$ cat config.mk
export PLATFORM = sky130hd
export DESIGN_NAME = plc_system_flag_bank
export DESIGN_NICKNAME = d
export VERILOG_FILES = /design/src/include/plc_flag_pkg.sv /design/src/rtl/plc_system_flag_bank.sv
export VERILOG_INCLUDE_DIRS = /design/src /design/src/include
export SDC_FILE = /design/constraint.sdc
export NUM_CORES = 1
export LEC_CHECK = 0
export ABC_AREA = 1
export BUFFER_PORTS_ARGS = -buffer_cell sky130_fd_sc_hd__buf_4
export CORE_MARGIN = 5
export CORE_UTILIZATION = 40
export DETAILED_ROUTE_END_ITERATION = 8
export HOLD_SLACK_MARGIN = 0.08
export PLACE_DENSITY = 0.62
export SYNTH_ARGS = -nofsm -noshare
export SYNTH_HDL_FRONTEND = slang
export SYNTH_SLANG_ARGS = --single-unit
$ cat constraint.sdc
create_clock -name sys_clk -period 10.3 [get_ports sys_clk]
set_input_delay 1.03 -clock sys_clk [delete_from_list [all_inputs] [get_ports sys_clk]]
set_output_delay 1.03 -clock sys_clk [all_outputs]
set_load 0.05 [all_outputs]
$ cat src/include/plc_flag_regs.svh
// Register offsets, field positions, reset values and timing counts of the flag bank.
`ifndef PLC_FLAG_REGS_SVH
`define PLC_FLAG_REGS_SVH
`define CTRL_OFFSET 12'h000
`define STATUS_OFFSET 12'h004
`define RX_CANCEL_LO_OFFSET 12'h008
`define RX_CANCEL_HI_OFFSET 12'h00C
`define RX_ACTIVE_LO_OFFSET 12'h010
`define RX_ACTIVE_HI_OFFSET 12'h014
`define DATE_STAGE_OFFSET 12'h018
`define TIME_STAGE_OFFSET 12'h01C
`define CLOCK_DATE_OFFSET 12'h020
`define CLOCK_TIME_OFFSET 12'h024
`define CTRL_START 0
`define CTRL_ONE_SEC_RESET 1
`define CTRL_ALL_OFF 2
`define CTRL_PROHIBIT 3
`define CTRL_LINK_INIT 4
`define CTRL_LED 5
`define CTRL_DATE_WR 6
`define CTRL_TIME_WR 7
`define CTRL_DATE_TIME_WR 8
`define CTRL_SEC_ADJ 9
`define CTRL_HOLD 10
`define CTRL_UNMOUNT 11
`define CTRL_RESET_VAL 32'h0000_0000
`define NUM_PORTS 33
`define HALF_SEC_MS 500
`define LINK_LOST_S 10
`define CLK_MHZ 200
`define HALF_SEC_CYCLES (`HALF_SEC_MS * 1000 * `CLK_MHZ)
`define LINK_LOST_CYCLES (`LINK_LOST_S * 1000000 * `CLK_MHZ)
`endif

$ cat src/include/plc_flag_pkg.sv
// Types shared by the flag bank.
package plc_flag_pkg;
  typedef enum logic [1:0] {
    CPU_STOP = 2'b00,
    CPU_RUN = 2'b01,
    CPU_HOLD = 2'b11
  } cpu_state_t;
  typedef struct packed {
    logic [7:0] year;
    logic [7:0] month;
    logic [7:0] day;
    logic [7:0] weekday;
  } date_t;
  typedef struct packed {
    logic [7:0] spare;
    logic [7:0] hours;
    logic [7:0] minutes;
    logic [7:0] seconds;
  } time_t;
  typedef struct packed {
    logic add_carry;
    logic sub_borrow;
    logic exec_error;
    logic block_busy;
  } cpu_events_t;
endpackage

$ cat src/rtl/plc_system_flag_bank.sv
// System control and status flag bank with an APB register port.
// Operation
// Start control flag set means run, clear means stop.
// Function switch, stop input and reset input override start control.
// Start control flag survives power-down and is restored at power-up.
// One-second clock reset flag holds the one-second pulse low.
// One-second pulse toggles every 500 ms while not reset.
// All-outputs-off flag forces every output off, latched ones too.
// Carry/borrow flag sets on add carry or subtract borrow.
// Program execution error flag sets on any execution error.
// Link error flag sets on link error and stays set.
// Master suspends link traffic while prohibit flag is set.
// Master in run re-initialises link once per init flag set.
// Slave flags link lost after 10 s silence, clears on traffic.
// Status LED follows the LED control flag.
// Clock write/adjust error flag sets on failure, clears on success.
// Clock read error flag sets on read failure, clears on success.
// Write triggers load staged date, time or both into the clock.
// Adjust zeroes seconds, adds a minute when seconds are 30 or more.
// Each port's receive is cancelled while its cancel flag is set.
// Block transfer busy flag follows block move or word shift execution.
// Hold flag keeps outputs on stop and self-clears on next run.
// Card mounted shows a usable card; card access shows active access.
// Unmount stops card access until the card is reinserted.
// Function switch status flag mirrors the front switch.
// Write, adjust and link init triggers act once on rising edge.
//
// Chosen here: the address map and register access over APB.
`include "plc_flag_regs.svh"
module plc_system_flag_bank #(
  parameter int unsigned HALF_SEC_CYCLES = `HALF_SEC_CYCLES,
  parameter longint unsigned LINK_LOST_CYCLES = `LINK_LOST_CYCLES
) (
  input wire logic sys_clk,
  input wire logic rst_n,
  input wire logic psel,
  input wire logic penable,
  input wire logic pwrite,
  input wire logic [11:0] paddr,
  input wire logic [31:0] pwdata,
  output logic [31:0] prdata,
  output logic pready,
  output logic pslverr,
  input wire logic function_switch,
  input wire logic stop_input,
  input wire logic reset_input,
  input wire logic start_backup,
  input wire logic start_backup_valid,
  output logic start_backup_out,
  input wire plc_flag_pkg::cpu_events_t cpu_events,
  input wire logic link_error,
  input wire logic link_is_master,
  input wire logic link_rx_traffic,
  output logic link_suspend,
  output logic link_init_pulse,
  input wire logic clock_op_done,
  input wire logic clock_op_fail,
  input wire logic clock_read_done,
  input wire logic clock_read_fail,
  input wire logic [`NUM_PORTS-1:0] rx_active,
  output logic [`NUM_PORTS-1:0] rx_cancel,
  input wire logic card_present,
  input wire logic card_recognised,
  input wire logic card_busy,
  output logic card_access_enable,
  input wire logic [15:0] program_outputs,
  output logic [15:0] outputs,
  output logic cpu_running,
  output logic one_sec_clock_pulse,
  output logic status_led
);
  localparam logic [31:0] HALF_SEC_LAST = 32'(HALF_SEC_CYCLES - 1);
  localparam logic [40:0] LOST_LAST = 41'(LINK_LOST_CYCLES - 1);

  logic rst_meta_reg;
  logic rst_sync_reg;
  always_ff @(posedge sys_clk or negedge rst_n) begin
    if (!rst_n) begin
      rst_meta_reg <= 1'b0;
      rst_sync_reg <= 1'b0;
    end else begin
      rst_meta_reg <= 1'b1;
      rst_sync_reg <= rst_meta_reg;
    end
  end

  logic [31:0] ctrl_reg, ctrl_next;
  logic [63:0] cancel_reg, cancel_next;
  plc_flag_pkg::date_t date_stage_reg, date_stage_next, clk_date_reg, clk_date_next;
  plc_flag_pkg::time_t time_stage_reg, time_stage_next, clk_time_reg, clk_time_next;
  logic carry_reg, carry_next, exec_err_reg, exec_err_next;
  logic link_err_reg, link_err_next, lost_reg, lost_next;
  logic wr_err_reg, wr_err_next, rd_err_reg, rd_err_next;
  logic card_lock_reg, card_lock_next, card_prev_reg, card_prev_next;
  logic [4:0] edge_prev_reg, edge_prev_next;
  logic [31:0] half_cnt_reg, half_cnt_next;
  logic [40:0] lost_cnt_reg, lost_cnt_next;
  logic pulse_reg, pulse_next;
  plc_flag_pkg::cpu_state_t state_reg, state_next;
  logic [15:0] held_reg, held_next;
  logic [31:0] rdata_reg, rdata_next;
  logic restored_reg, restored_next;

  logic wr_en;
  logic rd_en;
  logic run_req;
  logic [4:0] trig_now;
  logic [4:0] trig_rise;
  logic [7:0] new_min;
  assign wr_en = psel && penable && pwrite;
  // Read data is captured in the setup cycle, so it already stands when pready is sampled.
  assign rd_en = psel && !penable && !pwrite;
  assign pready = 1'b1;
  assign pslverr = 1'b0;
  assign prdata = rdata_reg;

  // Run request after overrides; the switch at 0 forces stop.
  assign run_req = ctrl_reg[`CTRL_START] && function_switch && !stop_input && !reset_input;
  assign trig_now = {ctrl_reg[`CTRL_LINK_INIT], ctrl_reg[`CTRL_SEC_ADJ],
                     ctrl_reg[`CTRL_DATE_TIME_WR], ctrl_reg[`CTRL_TIME_WR],
                     ctrl_reg[`CTRL_DATE_WR]};
  assign trig_rise = trig_now & ~edge_prev_reg;
  assign new_min = (clk_time_reg.minutes == 8'h3B) ? 8'h00 : clk_time_reg.minutes + 8'h01;

  always_comb begin
    ctrl_next = ctrl_reg;
    cancel_next = cancel_reg;
    date_stage_next = date_stage_reg;
    time_stage_next = time_stage_reg;
    restored_next = 1'b1;
    // The backup copy is taken once after reset release; a live port cannot feed reset.
    if (!restored_reg && start_backup_valid) begin
      ctrl_next[`CTRL_START] = start_backup;
    end
    if (wr_en) begin
      case (paddr)
        `CTRL_OFFSET: ctrl_next = pwdata;
        `RX_CANCEL_LO_OFFSET: cancel_next[31:0] = pwdata;
        `RX_CANCEL_HI_OFFSET: cancel_next[63:32] = pwdata;
        `DATE_STAGE_OFFSET: date_stage_next = pwdata;
        `TIME_STAGE_OFFSET: time_stage_next = pwdata;
        default: ;
      endcase
    end
    // Hold flag clears itself on the return to run.
    if (state_reg != plc_flag_pkg::CPU_RUN && run_req) begin
      ctrl_next[`CTRL_HOLD] = 1'b0;
    end
    ctrl_next[31:12] = 20'h0_0000;
    cancel_next[63:`NUM_PORTS] = '0;
  end

  always_comb begin
    clk_date_next = clk_date_reg;
    clk_time_next = clk_time_reg;
    wr_err_next = wr_err_reg;
    rd_err_next = rd_err_reg;
    // Date, time or both staged values load on a trigger edge.
    if (trig_rise[0] || trig_rise[2]) begin
      clk_date_next = date_stage_reg;
    end
    if (trig_rise[1] || trig_rise[2]) begin
      clk_time_next = time_stage_reg;
    end
    // Seconds zero; minute rounds up from 30 seconds on.
    if (trig_rise[3]) begin
      clk_time_next.seconds = 8'h00;
      if (clk_time_reg.seconds >= 8'h1E) begin
        clk_time_next.minutes = new_min;
      end
    end
    if (clock_op_done) begin
      wr_err_next = 1'b0;
    end
    if (clock_op_fail) begin
      wr_err_next = 1'b1;
    end
    if (clock_read_done) begin
      rd_err_next = 1'b0;
    end
    if (clock_read_fail) begin
      rd_err_next = 1'b1;
    end
  end

  // Status write with a 0 bit clears sticky flags; hardware set wins.
  always_comb begin
    carry_next = carry_reg;
    exec_err_next = exec_err_reg;
    link_err_next = link_err_reg;
    if (wr_en && paddr == `STATUS_OFFSET) begin
      carry_next = pwdata[0];
      exec_err_next = pwdata[1];
      link_err_next = pwdata[2];
    end
    if (cpu_events.add_carry || cpu_events.sub_borrow) begin
      carry_next = 1'b1;
    end
    if (cpu_events.exec_error) begin
      exec_err_next = 1'b1;
    end
    if (link_error) begin
      link_err_next = 1'b1;
    end
  end

  // Slave silence timer; master role keeps it idle.
  always_comb begin
    lost_cnt_next = lost_cnt_reg;
    lost_next = lost_reg;
    if (link_is_master || link_rx_traffic) begin
      lost_cnt_next = '0;
      lost_next = 1'b0;
    end else if (lost_cnt_reg == LOST_LAST) begin
      lost_next = 1'b1;
    end else begin
      lost_cnt_next = lost_cnt_reg + 41'd1;
    end
  end

  // Half-second divider; reset flag holds the pulse low.
  always_comb begin
    half_cnt_next = half_cnt_reg + 32'd1;
    pulse_next = pulse_reg;
    if (ctrl_reg[`CTRL_ONE_SEC_RESET]) begin
      half_cnt_next = '0;
      pulse_next = 1'b0;
    end else if (half_cnt_reg == HALF_SEC_LAST) begin
      half_cnt_next = '0;
      pulse_next = !pulse_reg;
    end
  end

  always_comb begin
    state_next = state_reg;
    held_next = held_reg;
    case (state_reg)
      plc_flag_pkg::CPU_STOP: begin
        if (run_req) state_next = plc_flag_pkg::CPU_RUN;
      end
      plc_flag_pkg::CPU_RUN: begin
        held_next = program_outputs;
        if (!run_req) begin
          state_next = ctrl_reg[`CTRL_HOLD] ? plc_flag_pkg::CPU_HOLD : plc_flag_pkg::CPU_STOP;
        end
      end
      plc_flag_pkg::CPU_HOLD: begin
        if (run_req) state_next = plc_flag_pkg::CPU_RUN;
      end
      default: state_next = plc_flag_pkg::CPU_STOP;
    endcase
  end

  // Unmount locks the card until it has been pulled and inserted again.
  always_comb begin
    card_prev_next = card_present;
    card_lock_next = card_lock_reg;
    if (card_present && !card_prev_reg) begin
      card_lock_next = 1'b0;
    end
    if (ctrl_reg[`CTRL_UNMOUNT]) begin
      card_lock_next = 1'b1;
    end
    edge_prev_next = trig_now;
  end

  always_comb begin
    rdata_next = rdata_reg;
    if (rd_en) begin
      case (paddr)
        `CTRL_OFFSET: rdata_next = ctrl_reg;
        // Card and switch flags are live status views.
        `STATUS_OFFSET: rdata_next = {20'h0_0000, function_switch,
                                      card_busy && card_access_enable,
                                      card_recognised && card_present && !card_lock_reg,
                                      cpu_events.block_busy, lost_reg, rd_err_reg,
                                      wr_err_reg, pulse_reg, state_reg == plc_flag_pkg::CPU_RUN,
                                      link_err_reg, exec_err_reg, carry_reg};
        `RX_CANCEL_LO_OFFSET: rdata_next = cancel_reg[31:0];
        `RX_CANCEL_HI_OFFSET: rdata_next = cancel_reg[63:32];
        `RX_ACTIVE_LO_OFFSET: rdata_next = rx_active[31:0];
        `RX_ACTIVE_HI_OFFSET: rdata_next = {31'h0000_0000, rx_active[32]};
        `DATE_STAGE_OFFSET: rdata_next = 32'h0000_0000;
        `TIME_STAGE_OFFSET: rdata_next = 32'h0000_0000;
        `CLOCK_DATE_OFFSET: rdata_next = clk_date_reg;
        `CLOCK_TIME_OFFSET: rdata_next = clk_time_reg;
        default: rdata_next = 32'h0000_0000;
      endcase
    end
  end

  always_ff @(posedge sys_clk or negedge rst_sync_reg) begin
    if (!rst_sync_reg) begin
      ctrl_reg <= `CTRL_RESET_VAL;
      cancel_reg <= '0;
      date_stage_reg <= '0;
      time_stage_reg <= '0;
      clk_date_reg <= '0;
      clk_time_reg <= '0;
      carry_reg <= 1'b0;
      exec_err_reg <= 1'b0;
      link_err_reg <= 1'b0;
      lost_reg <= 1'b0;
      wr_err_reg <= 1'b0;
      rd_err_reg <= 1'b0;
      card_lock_reg <= 1'b0;
      card_prev_reg <= 1'b0;
      edge_prev_reg <= '0;
      half_cnt_reg <= '0;
      lost_cnt_reg <= '0;
      pulse_reg <= 1'b0;
      state_reg <= plc_flag_pkg::CPU_STOP;
      held_reg <= '0;
      rdata_reg <= '0;
      restored_reg <= 1'b0;
    end else begin
      ctrl_reg <= ctrl_next;
      cancel_reg <= cancel_next;
      date_stage_reg <= date_stage_next;
      time_stage_reg <= time_stage_next;
      clk_date_reg <= clk_date_next;
      clk_time_reg <= clk_time_next;
      carry_reg <= carry_next;
      exec_err_reg <= exec_err_next;
      link_err_reg <= link_err_next;
      lost_reg <= lost_next;
      wr_err_reg <= wr_err_next;
      rd_err_reg <= rd_err_next;
      card_lock_reg <= card_lock_next;
      card_prev_reg <= card_prev_next;
      edge_prev_reg <= edge_prev_next;
      half_cnt_reg <= half_cnt_next;
      lost_cnt_reg <= lost_cnt_next;
      pulse_reg <= pulse_next;
      state_reg <= state_next;
      held_reg <= held_next;
      rdata_reg <= rdata_next;
      restored_reg <= restored_next;
    end
  end

  // Per-port cancel view, one lane per port.
  genvar gi;
  generate
    for (gi = 0; gi < `NUM_PORTS; gi++) begin : g_port
      assign rx_cancel[gi] = cancel_reg[gi] && rx_active[gi];
    end
  endgenerate

  // Outputs: forced off, live in run, held in hold state, off in stop.
  always_comb begin
    if (ctrl_reg[`CTRL_ALL_OFF]) begin
      outputs = 16'h0000;
    end else if (state_reg == plc_flag_pkg::CPU_RUN) begin
      outputs = program_outputs;
    end else if (state_reg == plc_flag_pkg::CPU_HOLD) begin
      outputs = held_reg;
    end else begin
      outputs = 16'h0000;
    end
  end

  assign cpu_running = (state_reg == plc_flag_pkg::CPU_RUN);
  assign one_sec_clock_pulse = pulse_reg;
  assign status_led = ctrl_reg[`CTRL_LED];
  assign start_backup_out = ctrl_reg[`CTRL_START];
  assign link_suspend = link_is_master && ctrl_reg[`CTRL_PROHIBIT];
  // One init per rising edge, only as master in run.
  assign link_init_pulse = trig_rise[4] && link_is_master && cpu_running;
  assign card_access_enable = card_present && card_recognised && !card_lock_reg;

  a_pulse_reset_low: assert property (@(posedge sys_clk) disable iff (!rst_sync_reg)
    ctrl_reg[`CTRL_ONE_SEC_RESET] |=> !one_sec_clock_pulse) else $error("pulse not low");
  a_link_err_sticky: assert property (@(posedge sys_clk) disable iff (!rst_sync_reg)
    link_error |=> link_err_reg) else $error("link error not set");
  a_all_off_outputs: assert property (@(posedge sys_clk) disable iff (!rst_sync_reg)
    ctrl_reg[`CTRL_ALL_OFF] |-> outputs == 16'h0000) else $error("outputs not off");
  a_prohibit_suspend: assert property (@(posedge sys_clk) disable iff (!rst_sync_reg)
    (link_is_master && ctrl_reg[`CTRL_PROHIBIT]) |-> link_suspend) else $error("no suspend");
  a_init_single: assert property (@(posedge sys_clk) disable iff (!rst_sync_reg)
    link_init_pulse |=> !link_init_pulse) else $error("init repeated");
  a_override_stop: assert property (@(posedge sys_clk) disable iff (!rst_sync_reg)
    (stop_input || reset_input || !function_switch) |=> !cpu_running) else $error("ran");
  a_adjust_zero: assert property (@(posedge sys_clk) disable iff (!rst_sync_reg)
    trig_rise[3] |=> clk_time_reg.seconds == 8'h00) else $error("seconds not zero");
  a_carry_set: assert property (@(posedge sys_clk) disable iff (!rst_sync_reg)
    cpu_events.add_carry |=> carry_reg) else $error("carry not set");
  c_run_stop: cover property (@(posedge sys_clk) cpu_running ##1 !cpu_running);
  c_hold_entry: cover property (@(posedge sys_clk) state_reg == plc_flag_pkg::CPU_HOLD);
  c_link_lost: cover property (@(posedge sys_clk) lost_reg);
endmodule

* Yosys cells after proc, flatten, opt, wreduce, memory -nomap -nowiden
Cells that the tools add are included.
Operators by class: reductions and logical operators 83, magnitude comparators 1, mux-type cells 36, add/sub/neg operators 3, bitwise operators 2, equal/unequal tests 18
Operator list (count):
- 32-bit case mux with 8 select lines | 1
- 41-bit two-way mux | 2
- 16-bit two-way mux | 5
- 32-bit two-way mux | 2
- 1-bit logical AND | 50
- 12-bit by 5-bit == test with 1-bit output (second input constant) | 4
- 41-bit by 1-bit adder with 41-bit output (second input constant) | 1
- 41-bit by 31-bit == test with 1-bit output (second input constant) | 1
- 32-bit by 1-bit adder with 32-bit output (second input constant) | 1
- 32-bit by 27-bit == test with 1-bit output (second input constant) | 1
- 12-bit by 4-bit == test with 1-bit output (second input constant) | 2
- 12-bit by 6-bit == test with 1-bit output (second input constant) | 2
- 11-bit two-way mux | 2
- 2-bit nonzero test | 11
- 1-bit two-way mux | 18
- 8-bit two-way mux | 2
- 2-bit AND reduction | 7
- 12-bit by 3-bit == test with 1-bit output (second input constant) | 1
- 12-bit zero test | 1
- 8-bit by 1-bit adder with 8-bit output (second input constant) | 1
- 8-bit by 6-bit == test with 1-bit output (second input constant) | 1
- 8-bit by 5-bit greater-or-equal comparator with 1-bit output (second input constant) | 1
- 1-bit zero test | 8
- 2-bit two-way mux | 3
- 10 further kinds | 15
Word-level totals: bits in registers 313, output and inout bits 90, input bits 117, word-level logic and storage cells 182

* Longest topological paths before layout
depth in word-level cells 6, gate-level depth with buffers 11, depth with buffers taken out 11

* Worst setup path after synthesis
Ideal clock, no wire load.
path type reg2out, start point register state_reg[1], end point output port outputs[10], path buffers 2, arrival 2.641 ns, cell stages (with the launch flop) 9, data required time 9.270 ns, setup slack 6.629 ns, path through dfrtp_1 > inv_1 > ha_1 > buf_2 > buf_2 > nand2_1 > inv_1 > nor2_1 > nor3_1
Between the ends: elaborated cells between the ends (all ways) 5, those cells by class 2 x eq/ne; 3 x mux
RTL lines:
- start: declaration | line plc_system_flag_bank.sv:99 | plc_flag_pkg::cpu_state_t state_reg, state_next;
- start signal: assignment | line plc_system_flag_bank.sv:312 | state_reg <= plc_flag_pkg::CPU_STOP;
- start signal: assignment | line plc_system_flag_bank.sv:335 | state_reg <= state_next;
- 2-bit by 1-bit == test with 1-bit output
- via cpu_running | line plc_system_flag_bank.sv:68 | output logic cpu_running,
- 16-bit two-way mux | line plc_system_flag_bank.sv:354 | end else if (state_reg == plc_flag_pkg::CPU_RUN) begin
- 16-bit two-way mux | line plc_system_flag_bank.sv:352 | if (ctrl_reg[`CTRL_ALL_OFF]) begin
- end: declaration | line plc_system_flag_bank.sv:67 | output logic [15:0] outputs,
The timed path passes the listed nets, and every way through them passes these cells.

* Worst setup path in the final report
start point register state_reg[1], end point output port outputs[9]
Between the ends: cells in the longest elaborated chain, start to end 4, elaborated cells between the ends (all ways) 5, those cells by class 2 x eq/ne; 3 x mux
RTL lines:
- 2-bit == test | line plc_system_flag_bank.sv:356 | end else if (state_reg == plc_flag_pkg::CPU_HOLD) begin
- 16-bit two-way mux | line plc_system_flag_bank.sv:356
- 16-bit two-way mux * | line plc_system_flag_bank.sv:354
- 16-bit two-way mux * | line plc_system_flag_bank.sv:352
Every way passes the cells marked *; elsewhere a longest branch is shown, timed or not.

==> metrics.md <==
| Metric | Value |
|---|---|
| Fillers | `3835` |
| Worst skew pair latency | `0.52 ns` |
| Sequential share of the synthesized area | `0.495` |
| Commonest non-fill, non-tap cell in the layout | `nand2_1` |
| CP max-delay cell | `clkinv_1` |
| Clock Tree Buf Depth | `3` |
| Max_cap viols | `0` |
| Post-synthesis simple-gate area fraction | `0.324` |
| R2R Setup Slk | `7.77 ns` |
| GRT Resource Usage Total | `0.206` |
| CTS buffer count | `36` |
| Ant. Diodes | `0` |
| Fraction of synthesized area in multiplexers | `0.0235` |
| CP Launch Type | `flop` |
| Synth Area in Compound Gates | `0.0527` |
| Area grow syn2layout | `20.0%` |
| First-pass GRT wire length | `74.1 mm` |
| Skew final | `0.0102 ns` |
| Mapped cell area | `15800 sq um` |
| Syn avg cell area | `7.82 sq um` |
| Post-cts gate resize count | `0` |
| Cells after synthesis | `2025` |
| Crit end category | `output port` |
| Initial antenna violation count | `0` |
| H-tree Lvls | `2` |
| Total grt overflow | `0` |
| Largest stage delay, worst path | `0.74 ns` |
| Critical Path Fanout Max | `21` |
| Worst Path Buf+Inv | `3` |
| HPWL Detailed | `32.0 mm` |
| CTS sink cnt | `313` |
| WS Path Type | `flop to output port` |
| Worst path arrival time | `3.04 ns` |
| Fmax | `246 MHz` |
| Overall power | `3.13 mW` |
| Main combinational cell family by area after synthesis | `simple AND/OR/NAND/NOR gates` |
| Static Leak | `9.64 nW` |
| GP Congestion | `0.891` |
| DR vias | `13700` |
| Drt wl/cell | `16.6 microns` |
| Post-Synth Adder-Cell Area | `0.00474` |
| Max-slew violations | `0` |
| Share of cells above drive strength 1 | `0.169` |
| CTS tree | `done` |
| DRT iter0 DRCs | `951` |
| Synthesized flop and latch total | `313` |
| Post CTS Setup Buffer Count | `0` |
| Die width | `209 microns` |
| Layout Nets | `2323` |
| Initial Util | `0.407` |
| Max VDD drop | `0.0884 mV` |
| Slew at the pin with the worst max-slew slack | `1.03 ns` |
| CP cell instances | `inv_1 > ha_1 > clkinv_1 > a21oi_1 > nor3_1 > buf_4` |
| Slew Limit Headroom | `0.309` |
| Vias per cell | `4.99` |
| Antenna Nets Post-Route | `0` |
| Worst flop-to-flop path startpoint | `rst_sync_reg` |
| # setup viols final | `0` |
| Synth warnings | `0` |
| CP top delay family | `buffers and inverters` |
| Critical Path RT | `9.27 ns` |
| WL final | `45.4 mm` |
| Total negative slack | `0 ns` |
| Final hold violation count | `0` |
| Chip Height | `209 microns` |
| Clock-pin slew on the worst setup and hold paths | `0.06 ns` |
| Largest net degree at the start of global routing | `86` |
| PD cells | `165 nW/um^2` |
| Max FFs per register | `41` |
| CTS root buffer | `clkbuf_16` |
| Distinct cells, synth | `40` |
| Port buffer count | `204` |
| Worst R2R End | `half_cnt_reg[29]` |
| # IOs | `207` |
| CTS Hold Bufs | `0` |
| Final Cycle Share | `0.395` |
| RSZ-0062 raised after global routing | `false` |
| Reg2Reg Depth | `2` |
| Synth Area in XOR/XNOR | `0.0221` |
| Fin crit period | `4.07 ns` |
| Die area | `43700 sq um` |
| Most frequent cells in the layout | `577 x nand2_1, 312 x dfrtp_1, 233 x nor2_1, 214 x buf_4, 209 x inv_1` |
| Core Area | `38900 sq um` |
| Drt first pass iters | `7` |
| # DRC | `0` |
| Hold WC Path Type | `input pin to asynchronous set/reset pin` |
| Status | `finished, final reports clean` |
| Row cnt | `72` |
| Vias in the first global route | `13700` |
==> Yosys cell counts (all sizes together) <==
master  count  area share
a21o        2     0.00095
a21oi      26      0.0082
a31oi       1     0.00040
and3        2     0.00079
buf        59       0.021
clkbuf     20      0.0047
clkinv      3     0.00071
conb        2     0.00047
dfrtp     313        0.49
ha          6      0.0047
inv       217       0.052
mux2       33       0.023
nand2     592        0.14
nand3     208       0.070
nand3b      2     0.00095
nand4      41       0.017
nor2      260       0.071
nor3       55       0.019
nor3b       2     0.00095
o21a        1     0.00047
o21ai     132       0.042
o21bai      2     0.00095
or2         6      0.0024
xnor2       8      0.0044
xor2       32       0.018
==> kinds of logic after synthesis <==
logic type               count (synthesis)
XOR/XNOR                                40
buffers and inverters                  299
adder cells (fa/ha/maj)                  6
flip-flops                             313
multiplexers                            33
AO/OA/AOI/OAI                          164
other                                    2
AND/OR/NAND/NOR                       1168
==> per-stage QoR <==
step | cells | utilization | worst slack [ns] | hold WS, ns | area, sq um
floorplan | 2027 | - | 0.931 | 0.331 | 15800
global route | 2744 | 0.488 | 5.91 | 0.270 | 19000
CTS | 2744 | 0.488 | 6.19 | 0.264 | 19000
detailed placement | 2680 | 0.455 | 6.71 | 0.323 | 17700
global placement | 2680 | 0.455 | 6.76 | 0.322 | 17700
finish | 2744 | 0.488 | 6.23 | 0.286 | 19000
==> worst max path at each step <==
| stage | from | endpoint | slack (ns) | cells after the start |
|---|---|---|---|---|
| finish | state_reg[1] | outputs[9] | 6.23 | 6 |
| floorplan | rst_sync_reg | cancel_reg[0] | 0.93 | 0 |
| CTS | state_reg[1] | link_init_pulse | 6.19 | 5 |
| global route | state_reg[1] | outputs[1] | 5.91 | 6 |
| detailed placement | state_reg[1] | link_init_pulse | 6.71 | 5 |
| global placement | state_reg[1] | link_init_pulse | 6.76 | 5 |
==> power breakdown <==
| group | switching, mW | internal [mW] |
|---|---|---|
| Combinational | 0.296 | 0.132 |
| Clock | 0.510 | 0.864 |
| Sequential | 0.0427 | 1.29 |
==> per-layer routing <==
metal | GRT usage | wire length (microns)
met5 | 0 | 0
met4 | 0.0635 | 1340
met3 | 0.0294 | 2260
met2 | 0.328 | 20900
met1 | 0.293 | 20900
==> area by class of cell <==
cell class,instances,area [sq um],share of cell area
sequential,313,7840,0.412
multi-input combinational,1415,6800,0.358
timing repair buffer,214,1610,0.0846
clock buffer,54,1100,0.0579
inverter,220,828,0.0436
tap,518,648,0.0341
clock inverter,10,186,0.00981
Note: power is estimated with default switching activity, not from simulation.
